==> config.mk <==
export PLATFORM = sky130hd
export DESIGN_NAME = phy_mgmt_regs
export DESIGN_NICKNAME = d
export VERILOG_FILES = /design/src/rtl/phy_mgmt_pkg.sv /design/src/rtl/mgmt_ready_timer.sv /design/src/rtl/phy_mgmt_regs.sv
export SDC_FILE = /design/constraint.sdc
export NUM_CORES = 1
export LEC_CHECK = 0
export BUFFER_PORTS_ARGS = -buffer_cell sky130_fd_sc_hd__buf_2
export CAP_MARGIN = 20
export CORE_ASPECT_RATIO = 0.6
export CORE_MARGIN = 5
export CORE_UTILIZATION = 38
export CTS_CLUSTER_DIAMETER = 200
export DETAILED_ROUTE_END_ITERATION = 8
export SYNTH_ARGS = -nofsm -noshare
export SYNTH_HDL_FRONTEND = slang
export SYNTH_SLANG_ARGS = --single-unit
==> constraint.sdc <==
create_clock -name CLK_I -period 2.4 [get_ports CLK_I]
set_input_delay 0 -clock CLK_I [delete_from_list [all_inputs] [get_ports CLK_I]]
set_output_delay 0 -clock CLK_I [all_outputs]
set_load 0.05 [all_outputs]
==> src/rtl/phy_mgmt_pkg.sv <==
package phy_mgmt_pkg;

	localparam int          CLK_PERIOD_NS = 50;
	localparam int          POWER_UP_US   = 300;
	localparam int          READY_CYCLES  = POWER_UP_US * 1000 / CLK_PERIOD_NS;

	localparam logic [4:0]  ADDR_CONTROL      = 5'h00;
	localparam logic [4:0]  ADDR_STATUS       = 5'h01;
	localparam logic [4:0]  ADDR_IDENT_HIGH   = 5'h02;
	localparam logic [4:0]  ADDR_IDENT_LOW    = 5'h03;
	localparam logic [4:0]  ADDR_ADVERTISE    = 5'h04;
	localparam logic [4:0]  ADDR_PARTNER_BASE = 5'h05;
	localparam logic [4:0]  ADDR_EXPANSION    = 5'h06;
	localparam logic [4:0]  ADDR_NP_TRANSMIT  = 5'h07;
	localparam logic [4:0]  ADDR_PARTNER_NP   = 5'h08;

	localparam logic [15:0] ADV_RESET     = 16'h0001;
	localparam logic [15:0] NP_TX_RESET   = 16'h0000;

	localparam int          PREAMBLE_LEN  = 32;
	localparam logic [1:0]  OP_READ       = 2'h2;
	localparam logic [1:0]  OP_WRITE      = 2'h1;
	localparam logic [3:0]  HDR_LAST      = 4'hB;
	localparam logic [3:0]  DATA_LAST     = 4'hF;

	typedef struct packed {
		logic       soft_reset;
		logic       loopback;
		logic       speed_lsb;
		logic       an_enable;
		logic       power_down;
		logic       isolate;
		logic       an_restart;
		logic       full_duplex;
		logic       col_test;
		logic       speed_msb;
		logic [5:0] reserved;
	} phy_ctrl_t;

	typedef struct packed {
		logic       speed_100;
		logic       an_enable;
		logic       full_duplex;
		logic [4:0] phy_addr;
	} strap_t;

	typedef enum logic [4:0] {
		ST_PRE   = 5'b00001,
		ST_START = 5'b00010,
		ST_HDR   = 5'b00100,
		ST_TA    = 5'b01000,
		ST_DATA  = 5'b10000
	} frame_state_t;

endpackage

==> src/rtl/mgmt_ready_timer.sv <==
`timescale 1ns/1ns
`default_nettype none
module mgmt_ready_timer #(
	parameter int CYCLES = 6000
) (
	input  wire logic clk_i,
	input  wire logic arst_n_i,
	output logic      ready_o
);
	localparam int W = $clog2(CYCLES + 2);

	logic [W-1:0] cnt_ff;
	logic [W-1:0] age_ff;

	if (CYCLES < 1) begin : g_bad
		$error("CYCLES must be at least 1");
	end

	// counts from release of the asynchronous reset only; ready never before the full delay
	always_ff @(posedge clk_i or negedge arst_n_i) begin
		if (!arst_n_i) begin
			cnt_ff  <= '0;
			ready_o <= 1'b0;
		end else if (!ready_o) begin
			cnt_ff <= cnt_ff + W'(1);
			if (cnt_ff == W'(CYCLES - 1)) begin
				ready_o <= 1'b1;
			end
		end
	end

	always_ff @(posedge clk_i or negedge arst_n_i) begin
		if (!arst_n_i) begin
			age_ff <= '0;
		end else if (age_ff != W'(CYCLES + 1)) begin
			age_ff <= age_ff + W'(1);
		end
	end
endmodule
`default_nettype wire

==> src/rtl/phy_mgmt_regs.sv <==
`timescale 1ns/1ns
`default_nettype none
module phy_mgmt_regs #(
	parameter int          READY_CYCLES = phy_mgmt_pkg::READY_CYCLES,
	parameter logic [15:0] ID_HIGH      = 16'hA5C3, // arbitrary value
	parameter logic [15:0] ID_LOW       = 16'h5A10  // arbitrary value
) (
	input  wire logic                 CLK_I,
	input  wire logic                 ARST_N_I,
	input  wire logic                 MDC_I,
	input  wire logic                 MDIO_I,
	output logic                      MDIO_O,
	output logic                      MDIO_OE_O,
	input  wire phy_mgmt_pkg::strap_t STRAP_I,
	input  wire logic [15:0]          STATUS_I,
	input  wire logic [15:0]          PARTNER_BASE_I,
	input  wire logic [15:0]          EXPANSION_I,
	input  wire logic [15:0]          PARTNER_NP_I,
	output phy_mgmt_pkg::phy_ctrl_t   CTRL_O,
	output logic [15:0]               ADV_O,
	output logic [15:0]               NP_TX_O,
	output logic                      SOFT_RESET_O,
	output logic                      AN_RESTART_O,
	output logic                      READY_O
);
	import phy_mgmt_pkg::*;

	logic         mdc_s1_ff;
	logic         mdc_s2_ff;
	logic         mdc_d_ff;
	logic         mdio_s1_ff;
	logic         mdio_s2_ff;
	strap_t       strap_s1_ff;
	strap_t       strap_s2_ff;
	frame_state_t state_ff;
	logic [5:0]   ones_ff;
	logic [3:0]   cnt_ff;
	logic [11:0]  hdr_ff;
	logic [15:0]  shift_ff;
	logic [4:0]   phy_addr_ff;
	logic         mdc_rise;
	logic         bit_in;
	logic         is_read;
	logic         is_write;
	logic         match;
	logic [4:0]   reg_addr;
	logic         wr_commit;
	logic         ta_load;
	logic [15:0]  wdata;
	logic [15:0]  rd_word;
	phy_ctrl_t    ctrl_default;
	phy_ctrl_t    ctrl_wr;

	mgmt_ready_timer #(.CYCLES(READY_CYCLES)) u_timer (
		.clk_i    (CLK_I),
		.arst_n_i (ARST_N_I),
		.ready_o  (READY_O)
	);

	// mdc is only 8x slower than our clock at its fastest; edges still resolve
	always_ff @(posedge CLK_I or negedge ARST_N_I) begin
		if (!ARST_N_I) begin
			mdc_s1_ff   <= 1'b0;
			mdc_s2_ff   <= 1'b0;
			mdc_d_ff    <= 1'b0;
			mdio_s1_ff  <= 1'b1;
			mdio_s2_ff  <= 1'b1;
			strap_s1_ff <= '0;
			strap_s2_ff <= '0;
		end else begin
			mdc_s1_ff   <= MDC_I;
			mdc_s2_ff   <= mdc_s1_ff;
			mdc_d_ff    <= mdc_s2_ff;
			mdio_s1_ff  <= MDIO_I;
			mdio_s2_ff  <= mdio_s1_ff;
			strap_s1_ff <= STRAP_I;
			strap_s2_ff <= strap_s1_ff;
		end
	end

	assign mdc_rise  = mdc_s2_ff & ~mdc_d_ff;
	assign bit_in    = mdio_s2_ff;
	assign is_read   = (hdr_ff[11:10] == OP_READ);
	assign is_write  = (hdr_ff[11:10] == OP_WRITE);
	assign match     = (hdr_ff[9:5] == phy_addr_ff);
	assign reg_addr  = hdr_ff[4:0];
	assign wdata     = {shift_ff[14:0], bit_in};
	assign wr_commit = mdc_rise && (state_ff == ST_DATA) && (cnt_ff == DATA_LAST)
		&& is_write && match;
	assign ta_load   = mdc_rise && (state_ff == ST_TA) && (cnt_ff == 4'h1) && is_read && match;

	always_comb begin
		case (reg_addr)
			ADDR_CONTROL:      rd_word = CTRL_O;
			ADDR_STATUS:       rd_word = STATUS_I;
			ADDR_IDENT_HIGH:   rd_word = ID_HIGH;
			ADDR_IDENT_LOW:    rd_word = ID_LOW;
			ADDR_ADVERTISE:    rd_word = ADV_O;
			ADDR_PARTNER_BASE: rd_word = PARTNER_BASE_I;
			ADDR_EXPANSION:    rd_word = EXPANSION_I;
			ADDR_NP_TRANSMIT:  rd_word = NP_TX_O;
			ADDR_PARTNER_NP:   rd_word = PARTNER_NP_I;
			default:           rd_word = 16'h0000;
		endcase
	end

	always_comb begin
		ctrl_default             = '0;
		ctrl_default.speed_lsb   = strap_s2_ff.speed_100;
		ctrl_default.an_enable   = strap_s2_ff.an_enable;
		ctrl_default.full_duplex = strap_s2_ff.full_duplex;
		ctrl_wr                  = phy_ctrl_t'(wdata);
		ctrl_wr.soft_reset       = 1'b0;
		ctrl_wr.an_restart       = 1'b0;
		ctrl_wr.speed_msb        = 1'b0;
	end

	// frames are ignored entirely until the start-up delay has run out
	always_ff @(posedge CLK_I or negedge ARST_N_I) begin
		if (!ARST_N_I) begin
			state_ff <= ST_PRE;
			ones_ff  <= '0;
			cnt_ff   <= '0;
			hdr_ff   <= '0;
			shift_ff <= '0;
		end else if (!READY_O) begin
			state_ff <= ST_PRE;
			ones_ff  <= '0;
		end else if (mdc_rise) begin
			case (state_ff)
				ST_PRE: begin
					if (bit_in) begin
						if (ones_ff != 6'(PREAMBLE_LEN))
							ones_ff <= ones_ff + 6'h01;
					end else begin
						ones_ff <= '0;
						if (ones_ff == 6'(PREAMBLE_LEN))
							state_ff <= ST_START;
					end
				end
				ST_START: begin
					cnt_ff   <= '0;
					state_ff <= bit_in ? ST_HDR : ST_PRE;
				end
				ST_HDR: begin
					hdr_ff <= {hdr_ff[10:0], bit_in};
					cnt_ff <= cnt_ff + 4'h1;
					if (cnt_ff == HDR_LAST) begin
						cnt_ff   <= '0;
						state_ff <= ST_TA;
					end
				end
				ST_TA: begin
					cnt_ff <= cnt_ff + 4'h1;
					if (cnt_ff == 4'h1) begin
						cnt_ff   <= '0;
						shift_ff <= {rd_word[14:0], 1'b0};
						state_ff <= ST_DATA;
					end
				end
				ST_DATA: begin
					shift_ff <= wdata;
					cnt_ff   <= cnt_ff + 4'h1;
					if (cnt_ff == DATA_LAST)
						state_ff <= ST_PRE;
				end
				default: state_ff <= ST_PRE;
			endcase
		end
	end

	always_ff @(posedge CLK_I or negedge ARST_N_I) begin
		if (!ARST_N_I) begin
			MDIO_O    <= 1'b0;
			MDIO_OE_O <= 1'b0;
		end else if (!READY_O) begin
			MDIO_OE_O <= 1'b0;
		end else if (mdc_rise) begin
			if (state_ff == ST_TA && cnt_ff == 4'h0 && is_read && match) begin
				MDIO_OE_O <= 1'b1;
				MDIO_O    <= 1'b0;
			end else if (ta_load) begin
				MDIO_O <= rd_word[15];
			end else if (state_ff == ST_DATA) begin
				MDIO_O <= shift_ff[15];
				if (cnt_ff == DATA_LAST)
					MDIO_OE_O <= 1'b0;
			end
		end
	end

	// straps are tracked until ready, so the last synchronised value is the default
	always_ff @(posedge CLK_I or negedge ARST_N_I) begin
		if (!ARST_N_I) begin
			CTRL_O       <= '0;
			ADV_O        <= ADV_RESET;
			NP_TX_O      <= NP_TX_RESET;
			phy_addr_ff  <= '0;
			SOFT_RESET_O <= 1'b0;
			AN_RESTART_O <= 1'b0;
		end else begin
			SOFT_RESET_O <= 1'b0;
			AN_RESTART_O <= 1'b0;
			if (!READY_O) begin
				CTRL_O      <= ctrl_default;
				phy_addr_ff <= strap_s2_ff.phy_addr;
			end else if (wr_commit) begin
				case (reg_addr)
					ADDR_CONTROL: begin
						if (wdata[15]) begin
							CTRL_O       <= ctrl_default;
							ADV_O        <= ADV_RESET;
							NP_TX_O      <= NP_TX_RESET;
							SOFT_RESET_O <= 1'b1;
						end else begin
							CTRL_O       <= ctrl_wr;
							AN_RESTART_O <= wdata[9];
						end
					end
					ADDR_ADVERTISE:   ADV_O   <= wdata;
					ADDR_NP_TRANSMIT: NP_TX_O <= wdata;
					default: ;
				endcase
			end
		end
	end
endmodule
`default_nettype wire

After elaboration in Yosys (flattened, before gate mapping)
Cells that the tools add are included.

Equal/unequal tests: 37. Bitwise operators: 2. Multiplexer cells: 47. Reduce and logical (&&, ||, !) cells: 28. $add $sub $neg: 3.

Operators by type and width (count): one-hot mux 16 bit (9 select lines) (1); two-way mux 16 bit (6); one-hot mux 16 bit (2 select lines) (3); two-way mux 5 bit (7); two-way mux 6 bit (5); inequality test 3 bit (second input constant) (9); == test 5 x 3 -> 1 bit (second input constant) (5); one-hot mux 5 bit (5 select lines) (1); two-way mux 1 bit (19); one-hot mux 4 bit (4 select lines) (1); AND reduction 4 bit (4); == test 5 x 2 -> 1 bit (second input constant) (3); two-way mux 15 bit (1); adder 13 x 1 -> 13 bit (second input constant) (1); == test 13 bit (second input constant) (1); AND reduction 3 bit (4); logical AND 1 bit (11); == test 5 x 1 -> 1 bit (second input constant) (2); == test 5 x 4 -> 1 bit (second input constant) (2); inequality test 2 bit (second input constant) (5); == test 4 bit (second input constant) (2); two-way mux 4 bit (2); adder 6 x 1 -> 6 bit (second input constant) (1); == test 6 bit (second input constant) (1); other kinds (18) (20).

Word-level logic and storage cells: 155. Bits of input ports: 76. Register bits after elaboration: 135.

Longest topological paths before layout
Gate-level depths: netlist of run 1.

Depth after elaboration: 10. Depth in mapped cells: 9. Mapped depth without buffers: 8.

Hierarchy
From an unflattened synthesis of run 1, not the netlist that was laid out.

Cells, all modules: 582. Area total of the unflattened synthesis: 6342.3 um2.

Modules (own cells, without submodules): phy_mgmt_regs (times used 1, area an instance 5644.2 um2, sequential area each 2957.8 um2, cells each 528); mgmt_ready_timer (times used 1, area an instance 698.2 um2, sequential area each 350.3 um2, cells each 54).

Worst setup path after synthesis of run 1
Ideal clock, no wire load.

Kind: register -> register. Start: reg u_timer.ready_o. End: reg ADV_O[15]. Library setup time: 0.127 ns. Setup slack: 0.274 ns. Clock period less this slack: 2.126 ns. Arrival: 1.999 ns. Stages on the path, launching flop included: 8. Cell sequence: dfrtp_1 clkbuf_1 inv_1 nor4_4 o2111ai_2 buf_2 nand2_1 o21ai_0.

Longest elaborated chain between the ends: 1.

RTL lines: start: declaration (line mgmt_ready_timer.sv:8) `output logic ready_o`; start signal: assignment (line mgmt_ready_timer.sv:23) `ready_o <= 1'b0;`; start signal: assignment (line mgmt_ready_timer.sv:27) `ready_o <= 1'b1;`; AND reduction 4 bit (no source line); end signal: assignment (line phy_mgmt_regs.sv:220) `ADDR_ADVERTISE: ADV_O <= wdata;`; end: declaration (line phy_mgmt_regs.sv:20) `output logic [15:0] ADV_O,`.

No other way between the ends. A chain may end at the register's enable or synchronous reset.

Worst setup path after layout of run 1
Start: reg cnt_ff[0]. End: reg NP_TX_O[15].

Longest elaborated chain between the ends: 5.

RTL lines: start: declaration (line phy_mgmt_regs.sv:37) `logic [3:0] cnt_ff;`; start signal: assignment (line phy_mgmt_regs.sv:147) `cnt_ff <= cnt_ff + 4'h1;`; start signal: assignment (line phy_mgmt_regs.sv:154) `cnt_ff <= cnt_ff + 4'h1;`; start signal: assignment (line phy_mgmt_regs.sv:163) `cnt_ff <= cnt_ff + 4'h1;`; == test 4 bit (line phy_mgmt_regs.sv:88) `assign wr_commit = mdc_rise && (state_ff == ST_DATA) && (cnt_ff == DATA_LAST)`; logical AND 1 bit (line phy_mgmt_regs.sv:88); logical AND 1 bit (2 in a row) (line phy_mgmt_regs.sv:89) `&& is_write && match;`; AND reduction 4 bit (no source line); end signal: assignment (line phy_mgmt_regs.sv:221) `ADDR_NP_TRANSMIT: NP_TX_O <= wdata;`; end: declaration (line phy_mgmt_regs.sv:21) `output logic [15:0] NP_TX_O,`.

No other way between the ends.

==> results of run 1 <==
==> routing by layer <==
| layer | track usage [%] | wire (microns) | vias to the layer above |
|---|---|---|---|
| met2 | 27.0 | 8210 | 296 |
| li1 | - | - | 2712 |
| met5 | 0 | 0 | - |
| met3 | 4.70 | 1740 | 24 |
| met4 | 4.60 | 212 | 0 |
| met1 | 34.8 | 10300 | 2938 |
==> power by group through the flow <==
stage	Clock, W	Combinational, W	Sequential [W]
2_1_floorplan	0	0.0000418	0.00231
3_3_place_gp	0	0.000165	0.00231
3_5_place_dp	0	0.000167	0.00231
4_1_cts	0.00278	0.000180	0.00227
5_1_grt	0.00289	0.000199	0.00227
6_report	0.00274	0.000178	0.00227
==> through the flow <==
step	util, %	hold WS, ns
2_1_floorplan	-	-0.296
3_3_place_gp	44.3	0.108
3_5_place_dp	44.3	0.109
4_1_cts	48.6	0.0266
5_1_grt	48.6	0.0703
6_report	48.6	0.0314
==> critical path, stage by stage, from the launching register on <==
cell     delay, ns
dfrtp_1       0.44
ha_1          0.26
and3_1        0.23
nand4_2       0.20
nor4_4        0.33
buf_6         0.25
nand2_1       0.10
buf_4         0.19
nand2_1       0.10
nand2_1       0.07
==> kinds of logic (layout without fill, tap and decap cells) <==
| kind of cell | after synthesis | in the layout | share of synthesized area, % |
|---|---|---|---|
| mux | 25 | 25 | 4.38 |
| fa+ha+maj | 6 | 6 | 1.16 |
| flops | 132 | 132 | 51.0 |
| buf+inv | 61 | 220 | 3.99 |
| compound gates | 163 | 163 | 17.0 |
| simple gates | 264 | 264 | 19.9 |
| xor+xnor | 19 | 19 | 2.56 |
| other cells | 1 | 3 | 0.0578 |
==> flip-flops by register name (all words and copies together) (netlist names), 3 cells and up <==
name            cells
ADV_O              16
NP_TX_O            16
shift_ff           16
CTRL_O             13
u_timer.cnt_ff     13
hdr_ff             12
strap_s1_ff         8
ones_ff             6
phy_addr_ff         5
state_ff            5
strap_s2_ff         5
cnt_ff              4
ctrl_default        3
==> what timing repair did <==
action	CTS	global route
setup endpoints to repair	0	16
buffers inserted	0	0
gates resized for setup	0	2
hold buffers	11	0
hold endpoints to repair	138	0
==> path summary, 6_finish.rpt <==
path | slack, ns | cells past startpoint | from | endpoint
worst max-delay path | 0.11 | 9 | cnt_ff[0] | NP_TX_O[15]
worst min-delay path | 0.03 | 5 | EXPANSION_I[8] | shift_ff[9]
worst max register to register | 0.11 | 9 | cnt_ff[0] | NP_TX_O[15]
worst min register to register | 0.35 | 0 | strap_s1_ff[4] | strap_s2_ff[4]
max in group asynchronous | 1.60 | 3 | ARST_N_I | cnt_ff[2]
min in group asynchronous | 0.25 | 3 | ARST_N_I | u_timer.cnt_ff[6]
==> cell usage after synthesis (all sizes together) (5+ instances only) <==
| cell type | n | area share, % |
|---|---|---|
| a21oi | 21 | 1.6 |
| a221o | 6 | 0.93 |
| a22o | 10 | 1.3 |
| a22oi | 36 | 4.2 |
| a31oi | 7 | 0.67 |
| a32oi | 5 | 0.67 |
| and3 | 10 | 0.96 |
| buf | 17 | 1.4 |
| clkbuf | 27 | 1.6 |
| dfrtp | 128 | 49 |
| ha | 6 | 1.2 |
| inv | 17 | 0.98 |
| mux2 | 17 | 3.0 |
| mux2i | 7 | 1.1 |
| nand2 | 117 | 6.8 |
| nand3 | 40 | 3.1 |
| nand4 | 5 | 0.58 |
| nor2 | 39 | 2.3 |
| nor2b | 7 | 0.67 |
| nor3 | 12 | 1.2 |
| nor4 | 6 | 1.0 |
| o21a | 5 | 0.58 |
| o21ai | 48 | 3.7 |
| xnor2 | 15 | 2.0 |
==> cell type report <==
type                    instances  area share (%)
inverters                      17           0.775
multi-input cells             480            35.6
repair buffers                171            12.4
clock buffers                  17            5.17
well taps                     234            3.56
clock inverters                15            2.32
flip-flops and latches        132            40.2
==> results.toml, run 1 <==
[pwr]
p_seq_share_pct = 43.7
total_power_w = 0.00519
power_frac_comb_pct = 3.4
switching_share_pct = 23.1
switchingPower_w = 0.00120
leakagePower_nw = 3.78
power_frac_clock_pct = 52.9
intPower_w = 0.00399
p_per_area_nw_per_um2 = 630
ir_drop_v = 0.000372

[timing]
setup_violations = 0
clock.fmax_ghz = 0.437
rsz0062_at_grt = "no"
period_needed_ns = 2.29
finClkSkew_ns = 0.0127
layout_setup_ws_ns = 0.110
hold_viol_final = 0
worst_pin_slew_ns = 0.767
post-route-period-util_pct = 95.4
fin_setup_tns_ns = 0
maxSlewViolCount = 0
slew_headroom_pct = 48.7

[cts]
cts_tree = "built"
cts_max_path_buffers = 2
cts-root-buf = "clkbuf_16"
cts_max_level = 4
cts_num_sinks = 132
clkLatencyLatePin_ns = 0.42
numCtsBuffers = 17
clkTransAtPathRegs_ns = 0.07

[cells_and_area]
final_cell_mix = "128 x dfrtp_1, 124 x buf_2, 117 x nand2_1, 40 x nand3_1, 37 x nor2_1"
final_common_cell = "dfrtp_1"
fin_cells = 1066
antennaDiodeCount = 0
register_area_sq_um = 3310
drive_gt1_share_pct = 27.6
stdcell_area_sq_um = 8230
fill_cells = 1625
final_nets = 901
syn_to_final_growth_pct = 26.9
multi_input_area_sq_um = 2940

[global_routing]
grt_overflow = 0
antenna_found_initial = 0
grt_max_degree = 133
grt_pass1_vias = 5791
grtUsageTotal_pct = 20.9
grt_pass1_wl_microns = 32800

[worst_setup_path]
cp-start-kind = "flip-flop"
end_kind = "flip-flop"
critical_path_class = "flip-flop to flip-flop"
arrival_ns = 2.59
required_ns = 2.70
worstPathMaxFanout = 18

[drt]
wl_per_cell_microns = 19.2
viasPerCell = 5.60
dr.pass1.iters = 5
ant_nets = 0
drcViolationCount = 0
vias = 5970
drt_iter0_drc = 603
wl_microns = 20500

[die]
start_util_pct = 38.3
die_w_microns = 179
die_h_microns = 111
fp.dieArea_sq_um = 19900
ios = 129
fp-row-count = 37
placeableCoreArea_sq_um = 16900

[synth]
ys_warn_count = 0
syn_area_per_cell_sq_um = 9.67
yosys_register_bits = 132
synth_async_sr_flop_share_pct = 100
synth-edff-count = 0
dominantRegCellSynth = "dfrtp_1"
yosysSeqAreaShare_pct = 51.0
syn_area_sq_um = 6490
synthCells = 671
synth_cell_types = 63

[placed_design]
routabilityCongestion = 0.922
place_inst = 1023
hpwl_microns = 14900
port_buffers = 125
dpl-instance-area_sq_um = 7500
dp_slack_ns = 0.00810

[run]
max_cap_violations = 0

[min_path]
hold_path.class = "primary input to flip-flop"

[run_status]
status = "completed"
Power figures use the tool's default switching activity.
==> run 2: changes to the inputs <==
Settings changed: CAP_MARGIN 20 to not set, CORE_UTILIZATION 38 to 45, PLACE_DENSITY set to 0.67.
==> run 2 against run 1 <==
  * Clock skew grew 0.0029 ns
  * First-iteration DRC count shrank 16%
  * Cell count shrank 3.6%
  * Hold slack gained 0.011 ns
==> results.toml, run 2 (synthesized netlist as in run 1, its figures left out) <==
[cells_and_area]
antennaDiodeCount = 0
final_util_pct = 57.3
fill_cells = 1259
final_nets = 899
final_common_cell = "dfrtp_1"
drive_gt1_share_pct = 27.3
top_regs = "ADV_O x16, NP_TX_O x16, shift_ff x16"
final_cell_mix = "128 x dfrtp_1, 124 x buf_2, 117 x nand2_1, 40 x nand3_1, 37 x nor2_1"
syn_to_final_growth_pct = 26.2

[pwr]
power_frac_comb_pct = 3.6
power_frac_clock_pct = 52.2
intPower_w = 0.00398
p_seq_share_pct = 44.2
switchingPower_w = 0.00116
ir_drop_v = 0.000419
switching_share_pct = 22.5
p_per_area_nw_per_um2 = 627
leakagePower_nw = 3.76

[placed_design]
port_buffers = 125
routabilityCongestion = 0.939
hpwl_microns = 15000

[timing]
period_needed_ns = 2.25
worst_pin_slew_ns = 0.736
slew_headroom_pct = 50.8
rsz0062_at_grt = "no"
whs_ns = 0.0429
post-route-period-util_pct = 93.6
maxSlewViolCount = 0
setup_violations = 0
finClkSkew_ns = 0.0156
hold_viol_final = 0
clock.fmax_ghz = 0.445

[drt]
ant_nets = 0
dr.pass1.iters = 5
drcViolationCount = 0
viasPerCell = 5.81
drt_iter0_drc = 504
wl_microns = 20600
wl_per_cell_microns = 20.1
vias = 5968

[worst_setup_path]
critical_path_class = "flip-flop to flip-flop"
worstPathMaxFanout = 7
end_kind = "flip-flop"
required_ns = 2.73
arrival_ns = 2.58
cp-start-kind = "flip-flop"
r2r_setup_slack_ns = 0.15

[run_status]
status = "completed"

[global_routing]
antenna_found_initial = 0
grt_overflow = 0
grt_pass1_vias = 5694
grtUsageTotal_pct = 24.6
grt_max_degree = 53
grt_pass1_wl_microns = 32000

[run]
max_cap_violations = 0

[cts]
cts_max_level = 4
clkTransAtPathRegs_ns = 0.06
cts_tree = "built"
clkLatencyLatePin_ns = 0.41
cts_num_sinks = 132
cts_max_path_buffers = 2
numCtsBuffers = 17
post_cts_buffers = 0
cts-root-buf = "clkbuf_16"

[min_path]
hold_path.class = "primary input to flip-flop"

[die]
die_w_microns = 165
ios = 129
start_util_pct = 45.4
fp-row-count = 34
placeableCoreArea_sq_um = 14300
die_h_microns = 103
fp.dieArea_sq_um = 17000
## run 2: what timing repair did
item,4_1_cts,5_1_grt
hold buffers,11,0
setup endpoints to repair,10,39
pin swaps,0,1
gates resized for setup,1,2
endpoints found under the hold margin,56,0
## run 2: final timing paths
check                      cells after the start           endpoint      startpoint
setup / recovery                               7        shift_ff[8]       hdr_ff[1]
hold / removal                                 5        shift_ff[9]  EXPANSION_I[8]
setup reg to reg                               7        shift_ff[8]       hdr_ff[1]
hold reg to reg                                0    ctrl_default[8]  strap_s1_ff[5]
max in group asynchronous                      3           ADV_O[0]        ARST_N_I
min in group asynchronous                      2  u_timer.cnt_ff[3]        ARST_N_I
## run 2: final cells by class
class                      instances  area [sq um]  share of cell area, %
tap                              198           248                   3.03
sequential                       132          3310                   40.4
clock inverter                    14           176                   2.15
multi-input combinational        480          2950                   36.0
clock buffer                      18           429                   5.24
timing repair buffer             169          1010                   12.4
inverter                          17          63.8                  0.779
## run 2: worst max-delay path, stage by stage (launching register included)
cell and delay (ns):
dfrtp_1 0.41, nor2_1 0.43, and3_1 0.51, buf_4 0.25, a22oi_1 0.09, nand2_1 0.07
o21ai_0 0.16, a31oi_1 0.22
## run 2: per-layer routing
metal | global-route usage (%) | up-vias | wire length (microns) | share of wire [%]
met5 | 0 | - | 0 | 0
met4 | 6.13 | 0 | 270 | 1.3
met3 | 7.63 | 27 | 2200 | 11
met1 | 37.6 | 2926 | 9620 | 47
li1 | - | 2698 | - | -
met2 | 33.7 | 317 | 8530 | 41
## run 2: power groups by stage
stage | logic [W] | clock network (W) | registers [W]
after global placement | 0.000166 | 0 | 0.00231
after floorplan | 0.0000418 | 0 | 0.00231
after CTS | 0.000186 | 0.00271 | 0.00227
final | 0.000184 | 0.00268 | 0.00227
after global routing | 0.000205 | 0.00280 | 0.00227
after detailed placement | 0.000171 | 0 | 0.00231
## run 2: per-stage QoR
| step | setup TNS, ns | instance area (sq um) | instances | worst slack, ns | total power, W |
|---|---|---|---|---|---|
| global route | 0 | 8190 | 1028 | 0.0139 | 0.00528 |
| finish | 0 | 8190 | 1028 | 0.154 | 0.00513 |
| detailed placement | -0.113 | 7450 | 985 | -0.0221 | 0.00248 |
| CTS | 0 | 8170 | 1028 | 0.0700 | 0.00517 |
| floorplan | 0 | 6500 | 673 | 0.274 | 0.00235 |
| global placement | 0 | 7450 | 985 | 0.164 | 0.00247 |
